<file path="src/pkg/bsmi_defs.svh">
`ifndef BSMI_DEFS_SVH
`define BSMI_DEFS_SVH

// ----------------------------------------------------------------
// Timing
// ----------------------------------------------------------------
`define BSMI_CLK_HZ          20000000
`define BSMI_TICK_MS         5
`define BSMI_TICK_CYC        (`BSMI_TICK_MS * (`BSMI_CLK_HZ / 1000))
`define BSMI_TIMEOUT_MS      10
`define BSMI_TIMEOUT_CYC     (`BSMI_TIMEOUT_MS * (`BSMI_CLK_HZ / 1000))

// ----------------------------------------------------------------
// Sequence and lamp layout
// ----------------------------------------------------------------
`define BSMI_LAST_STEP       6'h27
`define BSMI_MODE_LSB        0
`define BSMI_SRC_LSB         2
`define BSMI_LAMPS_OFF       5'h00
`define BSMI_LAMP_SRC_HIGH   3'h4
`define BSMI_LAMP_SRC_MID    3'h2
`define BSMI_LAMP_SRC_LOW    3'h6
`define BSMI_LAMP_SRC_EXT    3'h5
`define BSMI_LAMP_SRC_SUB    3'h3
`define BSMI_LAMP_MODE_NORM  2'h3
`define BSMI_LAMP_MODE_HALT  2'h2
`define BSMI_LAMP_MODE_STOP  2'h0
`define BSMI_LAMP_MODE_SNZ   2'h1

`endif

</file>
<file path="src/pkg/bsmi_pkg.sv">
package bsmi_pkg;

    typedef enum logic [2:0] {
        BSMI_SRC_HIGH = 3'h0,
        BSMI_SRC_MID  = 3'h1,
        BSMI_SRC_LOW  = 3'h2,
        BSMI_SRC_EXT  = 3'h3,
        BSMI_SRC_SUB  = 3'h4
    } bsmi_src_t;

    typedef enum logic [1:0] {
        BSMI_MODE_NORMAL = 2'h0,
        BSMI_MODE_HALT   = 2'h1,
        BSMI_MODE_STOP   = 2'h2,
        BSMI_MODE_SNOOZE = 2'h3
    } bsmi_mode_t;

    typedef struct packed {
        bsmi_src_t  src;
        bsmi_mode_t mode;
    } bsmi_step_t;

    typedef enum logic [2:0] {
        BSMI_DEB_IDLE   = 3'h1,
        BSMI_DEB_FIRST  = 3'h2,
        BSMI_DEB_SECOND = 3'h4
    } bsmi_deb_t;

    typedef enum logic [3:0] {
        BSMI_SEQ_RUN    = 4'h1,
        BSMI_SEQ_SWITCH = 4'h2,
        BSMI_SEQ_PARK   = 4'h4,
        BSMI_SEQ_FAIL   = 4'h8
    } bsmi_seq_t;

endpackage

</file>
<file path="src/hdl/bsmi_top.sv">
// Summary of operation
// - Only a falling switch edge starts a candidate press.
// - After a candidate, the switch is sampled every 5 ms tick.
// - A press is valid only when two consecutive samples agree.
// - Each valid press advances exactly one step, starting at step one.
// - Lamps three to five show the clock source pattern.
// - Lamps one and two show the operating mode pattern.
// - Steps 1 to 19 follow the fixed source and mode list.
// - Steps 20 to 39 follow the fixed source and mode list.
// - A press after step 39 blanks all lamps and parks.
// - Parked state is left only by reset; presses are ignored.
// - A clock switch that times out blanks lamps and stops sequencing.
`include "bsmi_defs.svh"

module bsmi_top
    import bsmi_pkg::*;
#(
    parameter int unsigned TICK_CYC    = `BSMI_TICK_CYC,
    parameter int unsigned TIMEOUT_CYC = `BSMI_TIMEOUT_CYC
)(
    input  wire logic       clk_i,
    input  wire logic       resetn_i,
    input  wire logic       switch_i,
    input  wire logic       clk_ack_i,
    output logic            clk_req_o,
    output bsmi_src_t       clk_src_o,
    output bsmi_mode_t      op_mode_o,
    output logic [4:0]      lamp_o,
    output logic [5:0]      step_o,
    output logic            parked_o,
    output logic            fault_o
);

    localparam int TW = $clog2(TICK_CYC + 1);
    localparam int WW = $clog2(TIMEOUT_CYC + 1);

    if (TICK_CYC < 2 || TIMEOUT_CYC < 2)
    begin : g_chk
        $error("bsmi_top: TICK_CYC and TIMEOUT_CYC must be at least 2");
    end

    // ----------------------------------------------------------------
    // Step table and lamp encoding
    // ----------------------------------------------------------------
    function automatic bsmi_step_t step_cfg(input logic [5:0] idx);
        bsmi_step_t c;
        c.src  = BSMI_SRC_HIGH;
        c.mode = BSMI_MODE_NORMAL;
        unique case (idx)
            6'h02, 6'h03, 6'h04, 6'h07, 6'h1F:
                c.src = BSMI_SRC_SUB;
            6'h06, 6'h08, 6'h09, 6'h0A, 6'h0B, 6'h0C, 6'h15, 6'h17:
                c.src = BSMI_SRC_EXT;
            6'h14, 6'h18, 6'h19, 6'h1A, 6'h1B, 6'h1C, 6'h1D, 6'h1E, 6'h20, 6'h22:
                c.src = BSMI_SRC_MID;
            6'h16, 6'h21, 6'h24, 6'h25, 6'h26:
                c.src = BSMI_SRC_LOW;
            default:
                c.src = BSMI_SRC_HIGH;
        endcase
        unique case (idx)
            6'h03, 6'h09, 6'h0E, 6'h19, 6'h25: c.mode = BSMI_MODE_HALT;
            6'h0B, 6'h10, 6'h1B:               c.mode = BSMI_MODE_STOP;
            6'h12, 6'h1D:                      c.mode = BSMI_MODE_SNOOZE;
            default:                           c.mode = BSMI_MODE_NORMAL;
        endcase
        return c;
    endfunction

    function automatic logic [4:0] lamps(input bsmi_step_t c);
        logic [2:0] s;
        logic [1:0] m;
        s = `BSMI_LAMP_SRC_HIGH;
        m = `BSMI_LAMP_MODE_NORM;
        unique case (c.src)
            BSMI_SRC_HIGH: s = `BSMI_LAMP_SRC_HIGH;
            BSMI_SRC_MID:  s = `BSMI_LAMP_SRC_MID;
            BSMI_SRC_LOW:  s = `BSMI_LAMP_SRC_LOW;
            BSMI_SRC_EXT:  s = `BSMI_LAMP_SRC_EXT;
            BSMI_SRC_SUB:  s = `BSMI_LAMP_SRC_SUB;
            default:       s = `BSMI_LAMP_SRC_HIGH;
        endcase
        unique case (c.mode)
            BSMI_MODE_NORMAL: m = `BSMI_LAMP_MODE_NORM;
            BSMI_MODE_HALT:   m = `BSMI_LAMP_MODE_HALT;
            BSMI_MODE_STOP:   m = `BSMI_LAMP_MODE_STOP;
            BSMI_MODE_SNOOZE: m = `BSMI_LAMP_MODE_SNZ;
        endcase
        return {s, m};
    endfunction

    // ----------------------------------------------------------------
    // Switch debounce
    // ----------------------------------------------------------------
    bsmi_deb_t       deb_q, deb_d;
    logic [TW-1:0]   tick_q, tick_d;
    logic            swp_q, swp_d;
    logic            smp_q, smp_d;
    logic            press_q, press_d;
    bsmi_seq_t       seq_q, seq_d;
    logic            fall;
    logic            tick_end;

    assign fall     = swp_q & ~switch_i;
    assign tick_end = (tick_q == TW'(TICK_CYC - 1));

    always_comb
    begin
        deb_d   = deb_q;
        tick_d  = tick_q;
        smp_d   = smp_q;
        press_d = 1'b0;
        swp_d   = switch_i;
        unique case (deb_q)
            BSMI_DEB_IDLE:
            begin
                if (fall && seq_q == BSMI_SEQ_RUN)
                begin
                    deb_d  = BSMI_DEB_FIRST;
                    tick_d = '0;
                end
            end
            BSMI_DEB_FIRST:
            begin
                if (tick_end)
                begin
                    smp_d  = switch_i;
                    deb_d  = BSMI_DEB_SECOND;
                    tick_d = '0;
                end
                else
                    tick_d = tick_q + 1'b1;
            end
            BSMI_DEB_SECOND:
            begin
                if (tick_end)
                begin
                    deb_d   = BSMI_DEB_IDLE;
                    press_d = (switch_i == smp_q) && !switch_i;
                end
                else
                    tick_d = tick_q + 1'b1;
            end
        endcase
    end

    always_ff @(posedge clk_i)
    begin
        if (!resetn_i)
        begin
            deb_q   <= BSMI_DEB_IDLE;
            tick_q  <= '0;
            swp_q   <= 1'b1;
            smp_q   <= 1'b1;
            press_q <= 1'b0;
        end
        else
        begin
            deb_q   <= deb_d;
            tick_q  <= tick_d;
            swp_q   <= swp_d;
            smp_q   <= smp_d;
            press_q <= press_d;
        end
    end

    // ----------------------------------------------------------------
    // Step sequencer
    // ----------------------------------------------------------------
    logic [5:0]      step_q, step_d;
    bsmi_src_t       src_q, src_d;
    bsmi_mode_t      mode_q, mode_d;
    logic [4:0]      lamp_q, lamp_d;
    logic [WW-1:0]   wait_q, wait_d;
    bsmi_step_t      nxt;

    always_comb
    begin
        nxt    = step_cfg(step_q + 6'h01);
        seq_d  = seq_q;
        step_d = step_q;
        src_d  = src_q;
        mode_d = mode_q;
        lamp_d = lamp_q;
        wait_d = wait_q;
        unique case (seq_q)
            BSMI_SEQ_RUN:
            begin
                if (press_q)
                begin
                    if (step_q == `BSMI_LAST_STEP)
                    begin
                        seq_d  = BSMI_SEQ_PARK;
                        lamp_d = `BSMI_LAMPS_OFF;
                        mode_d = BSMI_MODE_HALT;
                    end
                    else
                    begin
                        step_d = step_q + 6'h01;
                        if (nxt.src != src_q)
                        begin
                            seq_d  = BSMI_SEQ_SWITCH;
                            src_d  = nxt.src;
                            wait_d = '0;
                        end
                        else
                        begin
                            mode_d = nxt.mode;
                            lamp_d = lamps(nxt);
                        end
                    end
                end
            end
            BSMI_SEQ_SWITCH:
            begin
                if (clk_ack_i)
                begin
                    seq_d  = BSMI_SEQ_RUN;
                    mode_d = step_cfg(step_q).mode;
                    lamp_d = lamps(step_cfg(step_q));
                end
                else if (wait_q == WW'(TIMEOUT_CYC - 1))
                begin
                    seq_d  = BSMI_SEQ_FAIL;
                    lamp_d = `BSMI_LAMPS_OFF;
                end
                else
                    wait_d = wait_q + 1'b1;
            end
            BSMI_SEQ_PARK:
                seq_d = BSMI_SEQ_PARK;
            BSMI_SEQ_FAIL:
                seq_d = BSMI_SEQ_FAIL;
        endcase
    end

    always_ff @(posedge clk_i)
    begin
        if (!resetn_i)
        begin
            seq_q  <= BSMI_SEQ_RUN;
            step_q <= 6'h00;
            src_q  <= BSMI_SRC_HIGH;
            mode_q <= BSMI_MODE_NORMAL;
            lamp_q <= `BSMI_LAMPS_OFF;
            wait_q <= '0;
        end
        else
        begin
            seq_q  <= seq_d;
            step_q <= step_d;
            src_q  <= src_d;
            mode_q <= mode_d;
            lamp_q <= lamp_d;
            wait_q <= wait_d;
        end
    end

    assign clk_req_o = (seq_q == BSMI_SEQ_SWITCH);
    assign clk_src_o = src_q;
    assign op_mode_o = mode_q;
    assign lamp_o    = lamp_q;
    assign step_o    = step_q;
    assign parked_o  = (seq_q == BSMI_SEQ_PARK);
    assign fault_o   = (seq_q == BSMI_SEQ_FAIL);
endmodule // bsmi_top

</file>
<file path="config.mk">
export PLATFORM = sky130hd
export DESIGN_NAME = bsmi_top
export DESIGN_NICKNAME = d
export VERILOG_FILES = /design/src/pkg/bsmi_pkg.sv /design/src/hdl/bsmi_top.sv
export VERILOG_INCLUDE_DIRS = /design/src /design/src/pkg
export SDC_FILE = /design/constraint.sdc
export NUM_CORES = 1
export LEC_CHECK = 0
export ABC_AREA = 1
export BUFFER_PORTS_ARGS = -buffer_cell sky130_fd_sc_hd__buf_4
export CAP_MARGIN = 30
export CELL_PAD_IN_SITES_DETAIL_PLACEMENT = 1
export CELL_PAD_IN_SITES_GLOBAL_PLACEMENT = 1
export CORE_MARGIN = 8
export CORE_UTILIZATION = 44
export CTS_CLUSTER_DIAMETER = 80
export DETAILED_ROUTE_END_ITERATION = 12
export HOLD_SLACK_MARGIN = 0.06
export PLACE_DENSITY_LB_ADDON = 0.1
export SLEW_MARGIN = 10
export SYNTH_ARGS = -nofsm -noshare
export SYNTH_HDL_FRONTEND = slang
export SYNTH_SLANG_ARGS = --single-unit
</file>
<file path="constraint.sdc">
create_clock -name clk_i -period 3.4 [get_ports clk_i]
set_input_delay 0.68 -clock clk_i [delete_from_list [all_inputs] [get_ports clk_i]]
set_output_delay 0.68 -clock clk_i [all_outputs]
set_load 0.05 [all_outputs]
</file>
# --- Yosys cells after proc, flatten, opt, wreduce, memory -nomap -nowiden ---
# Memories as Yosys holds them, arrays and structs flattened. A register that Yosys moved wholly into a read port is not among the register bits.
# Cells that the tools add are included.
totals:
  ff_bits: 61
  latch_bits: 0
  mem_bits_rw: 0
  mem_bits_ro: 384
  in_bits: 4
  output_inout_bits: 19
  wordCells: 142
  memories: 2
classes:
  addsub: 3
  n_mul: 0
  div: 0
  n_lt_le_gt_ge: 0
  n_eq_ne: 59
  shifts: 0
  mux: 42
  n_bitwise: 3
  reduce_logical: 22
mem_list:
  columns: ["name", "depth", "width", "rd", "rd_clocked_by_memory_dff", "write_ports", "line_no", "text"]
  rows:
  - ["(name not given)", 64, 3, 1, 0, 0, "bsmi_top.sv:49", "unique case (idx)"]
  - ["(name not given)", 64, 3, 1, 1, 0, "bsmi_top.sv:49", null]
ops:
  columns: ["op", "count"]
  rows:
  - ["two-way mux 18 bit", 5]
  - ["equality test 6 x 5 -> 1 bit (second input constant)", 10]
  - ["two-way mux 17 bit", 3]
  - ["case mux 17 bit (3 select lines)", 1]
  - ["equality test 6 x 4 -> 1 bit (second input constant)", 6]
  - ["case mux 18 bit (2 select lines)", 1]
  - ["two-way mux 5 bit", 5]
  - ["case mux 3 bit (4 select lines)", 2]
  - ["two-way mux 4 bit", 5]
  - ["adder 18 x 1 -> 18 bit (second input constant)", 1]
  - ["equality test 18 bit (second input constant)", 1]
  - ["equality test 6 bit (second input constant)", 3]
  - ["!= test 2 bit (second input constant)", 9]
  - ["adder 17 x 1 -> 17 bit (second input constant)", 1]
  - ["equality test 17 bit (second input constant)", 1]
  - ["case mux 2 bit (4 select lines)", 2]
  - ["case mux 4 bit (4 select lines)", 1]
  - ["equality test 3 x 2 -> 1 bit (second input constant)", 5]
  - ["two-way mux 3 bit", 5]
  - ["equality test 6 x 2 -> 1 bit (second input constant)", 2]
  - ["two-way mux 6 bit", 2]
  - ["case mux 2 bit (3 select lines)", 2]
  - ["AND reduction 3 bit", 4]
  - ["AND reduction 4 bit", 3]
  - ["other kinds (30)", 49]

# --- Longest topological paths before layout ---
logic_depth:
  ltp_word: 10
  mapped_depth: 18
  depth_no_buf: 18

# --- Least setup slack after synthesis ---
# OpenSTA, ideal clock, no wires.
synth_timing:
  kind: "flip-flop to flip-flop"
  from: "register step_q[0] (netlist: step_o[0])"
  to: "register wait_q[5]"
  setup_ps: 114
  t_arrival_ps: 2873
  t_required_ps: 3286
  setup_slack_ps: 413
  stages_incl_launch_ff: 18
  path_buffers: 1
  period_less_slack_ps: 2987
  path_cell_list: "dfxtp_1 -> ha_1 -> inv_1 -> ha_1 -> or2_2 -> nand3_1 -> nand2_1 -> nand2_1 -> nand3_2 -> nand2_2 -> nand2_1 -> nand2_2 -> nand4_4 -> nand3_4 -> buf_6 -> nand2_1 -> nand2_1 -> nor2_2"
synth_between:
  elab_chain_cells: 5
  elab_cells_between_ends: 7
  cone_classes: "add/sub (1); eq/ne (4); reduce/logical (1); memory (1)"
synth_rtl:
  columns: ["element", "line_no", "text"]
  rows:
  - ["start, declared", "bsmi_top.sv:170", "logic [5:0] step_q, step_d;"]
  - ["start signal, assigned", "bsmi_top.sv:251", "step_q <= step_d;"]
  - ["adder 6 x 1 -> 6 bit", "bsmi_top.sv:179", "nxt = step_cfg(step_q + 6'h01);"]
  - ["memory read (64 x 3 bit)", null, null]
  - ["!= test 3 bit", "bsmi_top.sv:200", "if (nxt.src != src_q)"]
  - ["!= test 2 x 1 -> 1 bit (no line)", null, null]
  - ["AND reduction 6 bit (no line) *", null, null]
  - ["end signal, assigned", "bsmi_top.sv:255", "wait_q <= wait_d;"]
  - ["end, declared", "bsmi_top.sv:174", "logic [WW-1:0] wait_q, wait_d;"]
# Every way passes the cells marked *; elsewhere a longest branch is shown, timed or not.
# A chain may end at the register's enable or synchronous reset.

# --- Final worst setup path ---
layout_timing:
  from: "register step_q[0] (netlist: step_o[0])"
  to: "register wait_q[2]"
# Same word-level chain as after synthesis.

==> impl_metrics.ini <==
[yosys]
synth.net_count = 739
syn_area_per_cell_um2 = 6.20
post_synth_inst_count = 723
synth_area_um2 = 4490
synth-edff-count = 0
ys.flop_type = sky130_fd_sc_hd__dfxtp_1
async_flop_share_pct = 0
synth_sequential_area_ratio_pct = 28.6
synthDistinctLibCells = 43
postSynthRegisterBits = 64
yosys_warnings = 0

[global_route]
grt_max_degree = 39
grtUsageMet1_pct = 25.4
global_route_overflow = 0
grt_util_all_layers_pct = 20.6
number_of_global_route_vias_before_repair = 4887
first_pass_grt_wire_length_um = 22700
grt.met2_usage_pct = 36.2
globalRouteMet3Util_pct = 3.80
global_route.peak_usage_layer = met2
initial_antenna_violation_count = 0

[worst_setup_path]
crit_family = simple AND/OR/NAND/NOR gates
crit_path_start_kind = flip-flop
path_cells = ha_1 > inv_1 > ha_1 > or2_2 > nand3_1 > nand2_1 > nand2_1 > nand3_2 > nand2_2 > nand2_1 > nand2_2 > nand4_4 > nand3_4 > nand2_1 > nand2_1 > nor2_2
slowest_delay_ns = 0.55
crit_arrival_ns = 3.36
reg2regPathDepth = 16
worst_path_most_repeated_cell = sky130_fd_sc_hd__nand2_1
critPathSlowestCell = sky130_fd_sc_hd__dfxtp_1
regToRegSetupSlack_ns = 0.29
path_buf_inv = 1
critPathMaxFanout = 14
setup.worst_path.end_class = flip-flop
worst_r2r_startpoint = step_o[0]
setup.worst_path.class = reg -> reg
crit_required_ns = 3.65
worst_r2r_endpoint = wait_q[2]

[clock_network]
clock_latency_ns = 0.35
post-cts-setup-buffers = 0
ctsLongestPathBuffers = 2
htree_num_levels = 3
cts_hold_fix_bufs = 0
clkTransAtPathRegs_ns = 0.07
clock_tree.root_cell = sky130_fd_sc_hd__clkbuf_8
cts_tree = yes
total_clock_sinks = 64
cts-buffers-inserted = 9

[floorplanning]
num_rows = 37
design.die.area_um2 = 13700
die_outline_width_um = 117
floorplan.die.height_um = 117
floorplan.io_pins = 23
core_region_area_um2 = 10100
start_util_pct = 44.4

[routing]
antenna_left = 0
routed_wirelength_um = 13400
routed_wire_length_per_instance_um = 15.1
drtPass1Iterations = 5
detailed_route_via_count = 4733
dr.first_iter.drc_count = 298
drc = 0
vias_per_cell = 5.32

[final_layout]
layout.core_utilization_pct = 49.2
filler_cell_count_in_the_final_layout = 1454
fin_area_um2 = 4960
final_net_count = 764
drive_above_1_share_pct = 11.7
antenna-diode-count = 0
layout-area-overhead-vs-synth_pct = 10.7

[timing]
fin_ws_ns = 0.293
timing.max_slew.rel_slack_pct = 45.8
finalMaxSlewViolations = 0
clock-skew-final_ns = 0.00610
post-route-min-period_ns = 3.11
setup_viol = 0
rsz0062_at_grt = no
setup-tns-final_ns = 0
post-route-period-util_pct = 91.4
worst_slew_pin_slew_ns = 0.806
timing.final.hold_violations = 0
max_clock_freq_mhz = 322

[worst_hold_path]
min-delay-path-class = reg -> reg
hold_startpoint = smp_q
min_to = press_q
holdPathStages = 1

[pwr]
power_leakage_uw = 0.00223
power_per_cell_area_nw_per_um2 = 284
peakVddDrop_uv = 151

[outcome]
outcome = finished clean

[job]
max-cap-violations = 0

[placed_design]
hpwlAfterDp_um = 10200
pre_cts_ws_ns = 0.270
portBuffers = 22
placed_cell_area_um2 = 4780
gpl.final_weighted_congestion = 0.894
## flip-flops by register name (all words and copies together) (netlist names), named ones only
signal and flops:
wait_q 18, tick_q 17, step_o 6, lamp_o 5
seq_q 4, clk_src_o 3, deb_q 3, op_mode_o 2
press_q 1, smp_q 1, swp_q 1
## per-layer routing
| metal | share of wire (%) | up-vias | wire, um |
|---|---|---|---|
| met5 | 0 | - | 0 |
| met4 | 1.1 | 0 | 144 |
| met3 | 3.3 | 16 | 446 |
| met2 | 48 | 65 | 6470 |
| met1 | 47 | 2272 | 6340 |
| li1 | - | 2380 | - |
## layout make-up
class / count / area [um^2] / area share [%]
clock inverter: 3 / 17.5 / 0.353
tap: 136 / 170 / 3.43
clock buffer: 13 / 149 / 3.00
multi-input combinational: 532 / 2710 / 54.6
inverter: 114 / 433 / 8.72
sequential: 64 / 1280 / 25.8
timing repair buffer: 27 / 203 / 4.08
## where the power goes
group | switching [uW] | internal [uW]
combinational | 36.5 | 12.5
clock | 319 | 283
sequential | 3.11 | 753
## synthesized netlist by cell type, drive strengths merged (2+ instances only)
master / count / area [um^2]
a31oi: 2 / 12.5
o22ai: 2 / 12.5
inv: 114 / 433
o21ai: 34 / 181
o211ai: 3 / 22.5
a21oi: 22 / 110
nor2: 102 / 395
nand3: 55 / 338
clkbuf: 5 / 18.8
buf: 9 / 60.1
nand3b: 2 / 15.0
dfxtp: 64 / 1280
xor2: 7 / 80.1
nand2: 206 / 821
nand4: 36 / 262
nor3: 26 / 141
o2111ai: 2 / 17.5
a211oi: 2 / 15.0
nor4: 11 / 68.8
ha: 12 / 150
## how the worst max path moves through the flow
| stage | cells past startpoint | slack [ns] | to | from |
|---|---|---|---|---|
| after global placement | 16 | 0.41 | wait_q[2] | step_o[0] |
| after CTS | 16 | 0.27 | wait_q[12] | step_o[0] |
| after global routing | 16 | 0.02 | wait_q[2] | step_o[0] |
| after detailed placement | 16 | 0.27 | wait_q[12] | step_o[0] |
| final | 16 | 0.29 | wait_q[2] | step_o[0] |
| after floorplan | 17 | 0.41 | wait_q[5] | step_o[0] |
## kinds of logic (layout without fill, tap and decap cells)
| family | Yosys count | in the layout | synth area share [%] |
|---|---|---|---|
| simple gates | 442 | 443 | 46.1 |
| fa+ha+maj | 12 | 12 | 3.35 |
| flops | 64 | 64 | 28.6 |
| compound gates | 70 | 70 | 8.81 |
| xor+xnor | 7 | 7 | 1.79 |
| buf+inv | 128 | 157 | 11.4 |
## cells in the final DEF, fill, tap and decap left out, drive strengths merged
master | Yosys | final
buf | 9 | 27
o2111ai | 2 | 2
nand4 | 36 | 36
or2 | 1 | 1
and3 | 1 | 1
nor3 | 26 | 26
a21boi | 1 | 1
nor4 | 11 | 11
xor2 | 7 | 7
a31oi | 2 | 2
clkinvlp | 0 | 1
nor2 | 102 | 102
clkbuf | 5 | 13
and2 | 1 | 1
o21bai | 1 | 1
clkinv | 0 | 2
inv | 114 | 114
o22ai | 2 | 2
a211oi | 2 | 2
nor3b | 1 | 1
ha | 12 | 12
nand2 | 206 | 206
nand3b | 2 | 2
o211ai | 3 | 3
dfxtp | 64 | 64
a21oi | 22 | 22
o21ai | 34 | 34
a22o | 1 | 1
nand3 | 55 | 56
## repair_timing
action | 4_1_cts | 5_1_grt
endpoints found under the setup margin | 0 | 6
gates resized for setup | 0 | 1
hold endpoints to repair | 0 | 0
## per-stage QoR
stage | hold slack [ns] | cells | power (uW)
after floorplan | 0.399 | 723 | 807
after global placement | 0.416 | 872 | 821
after detailed placement | 0.425 | 872 | 824
after CTS | 0.440 | 888 | 1420
after global routing | 0.461 | 889 | 1460
final | 0.433 | 889 | 1410
No activity file was read; power rests on OpenSTA's default activity.
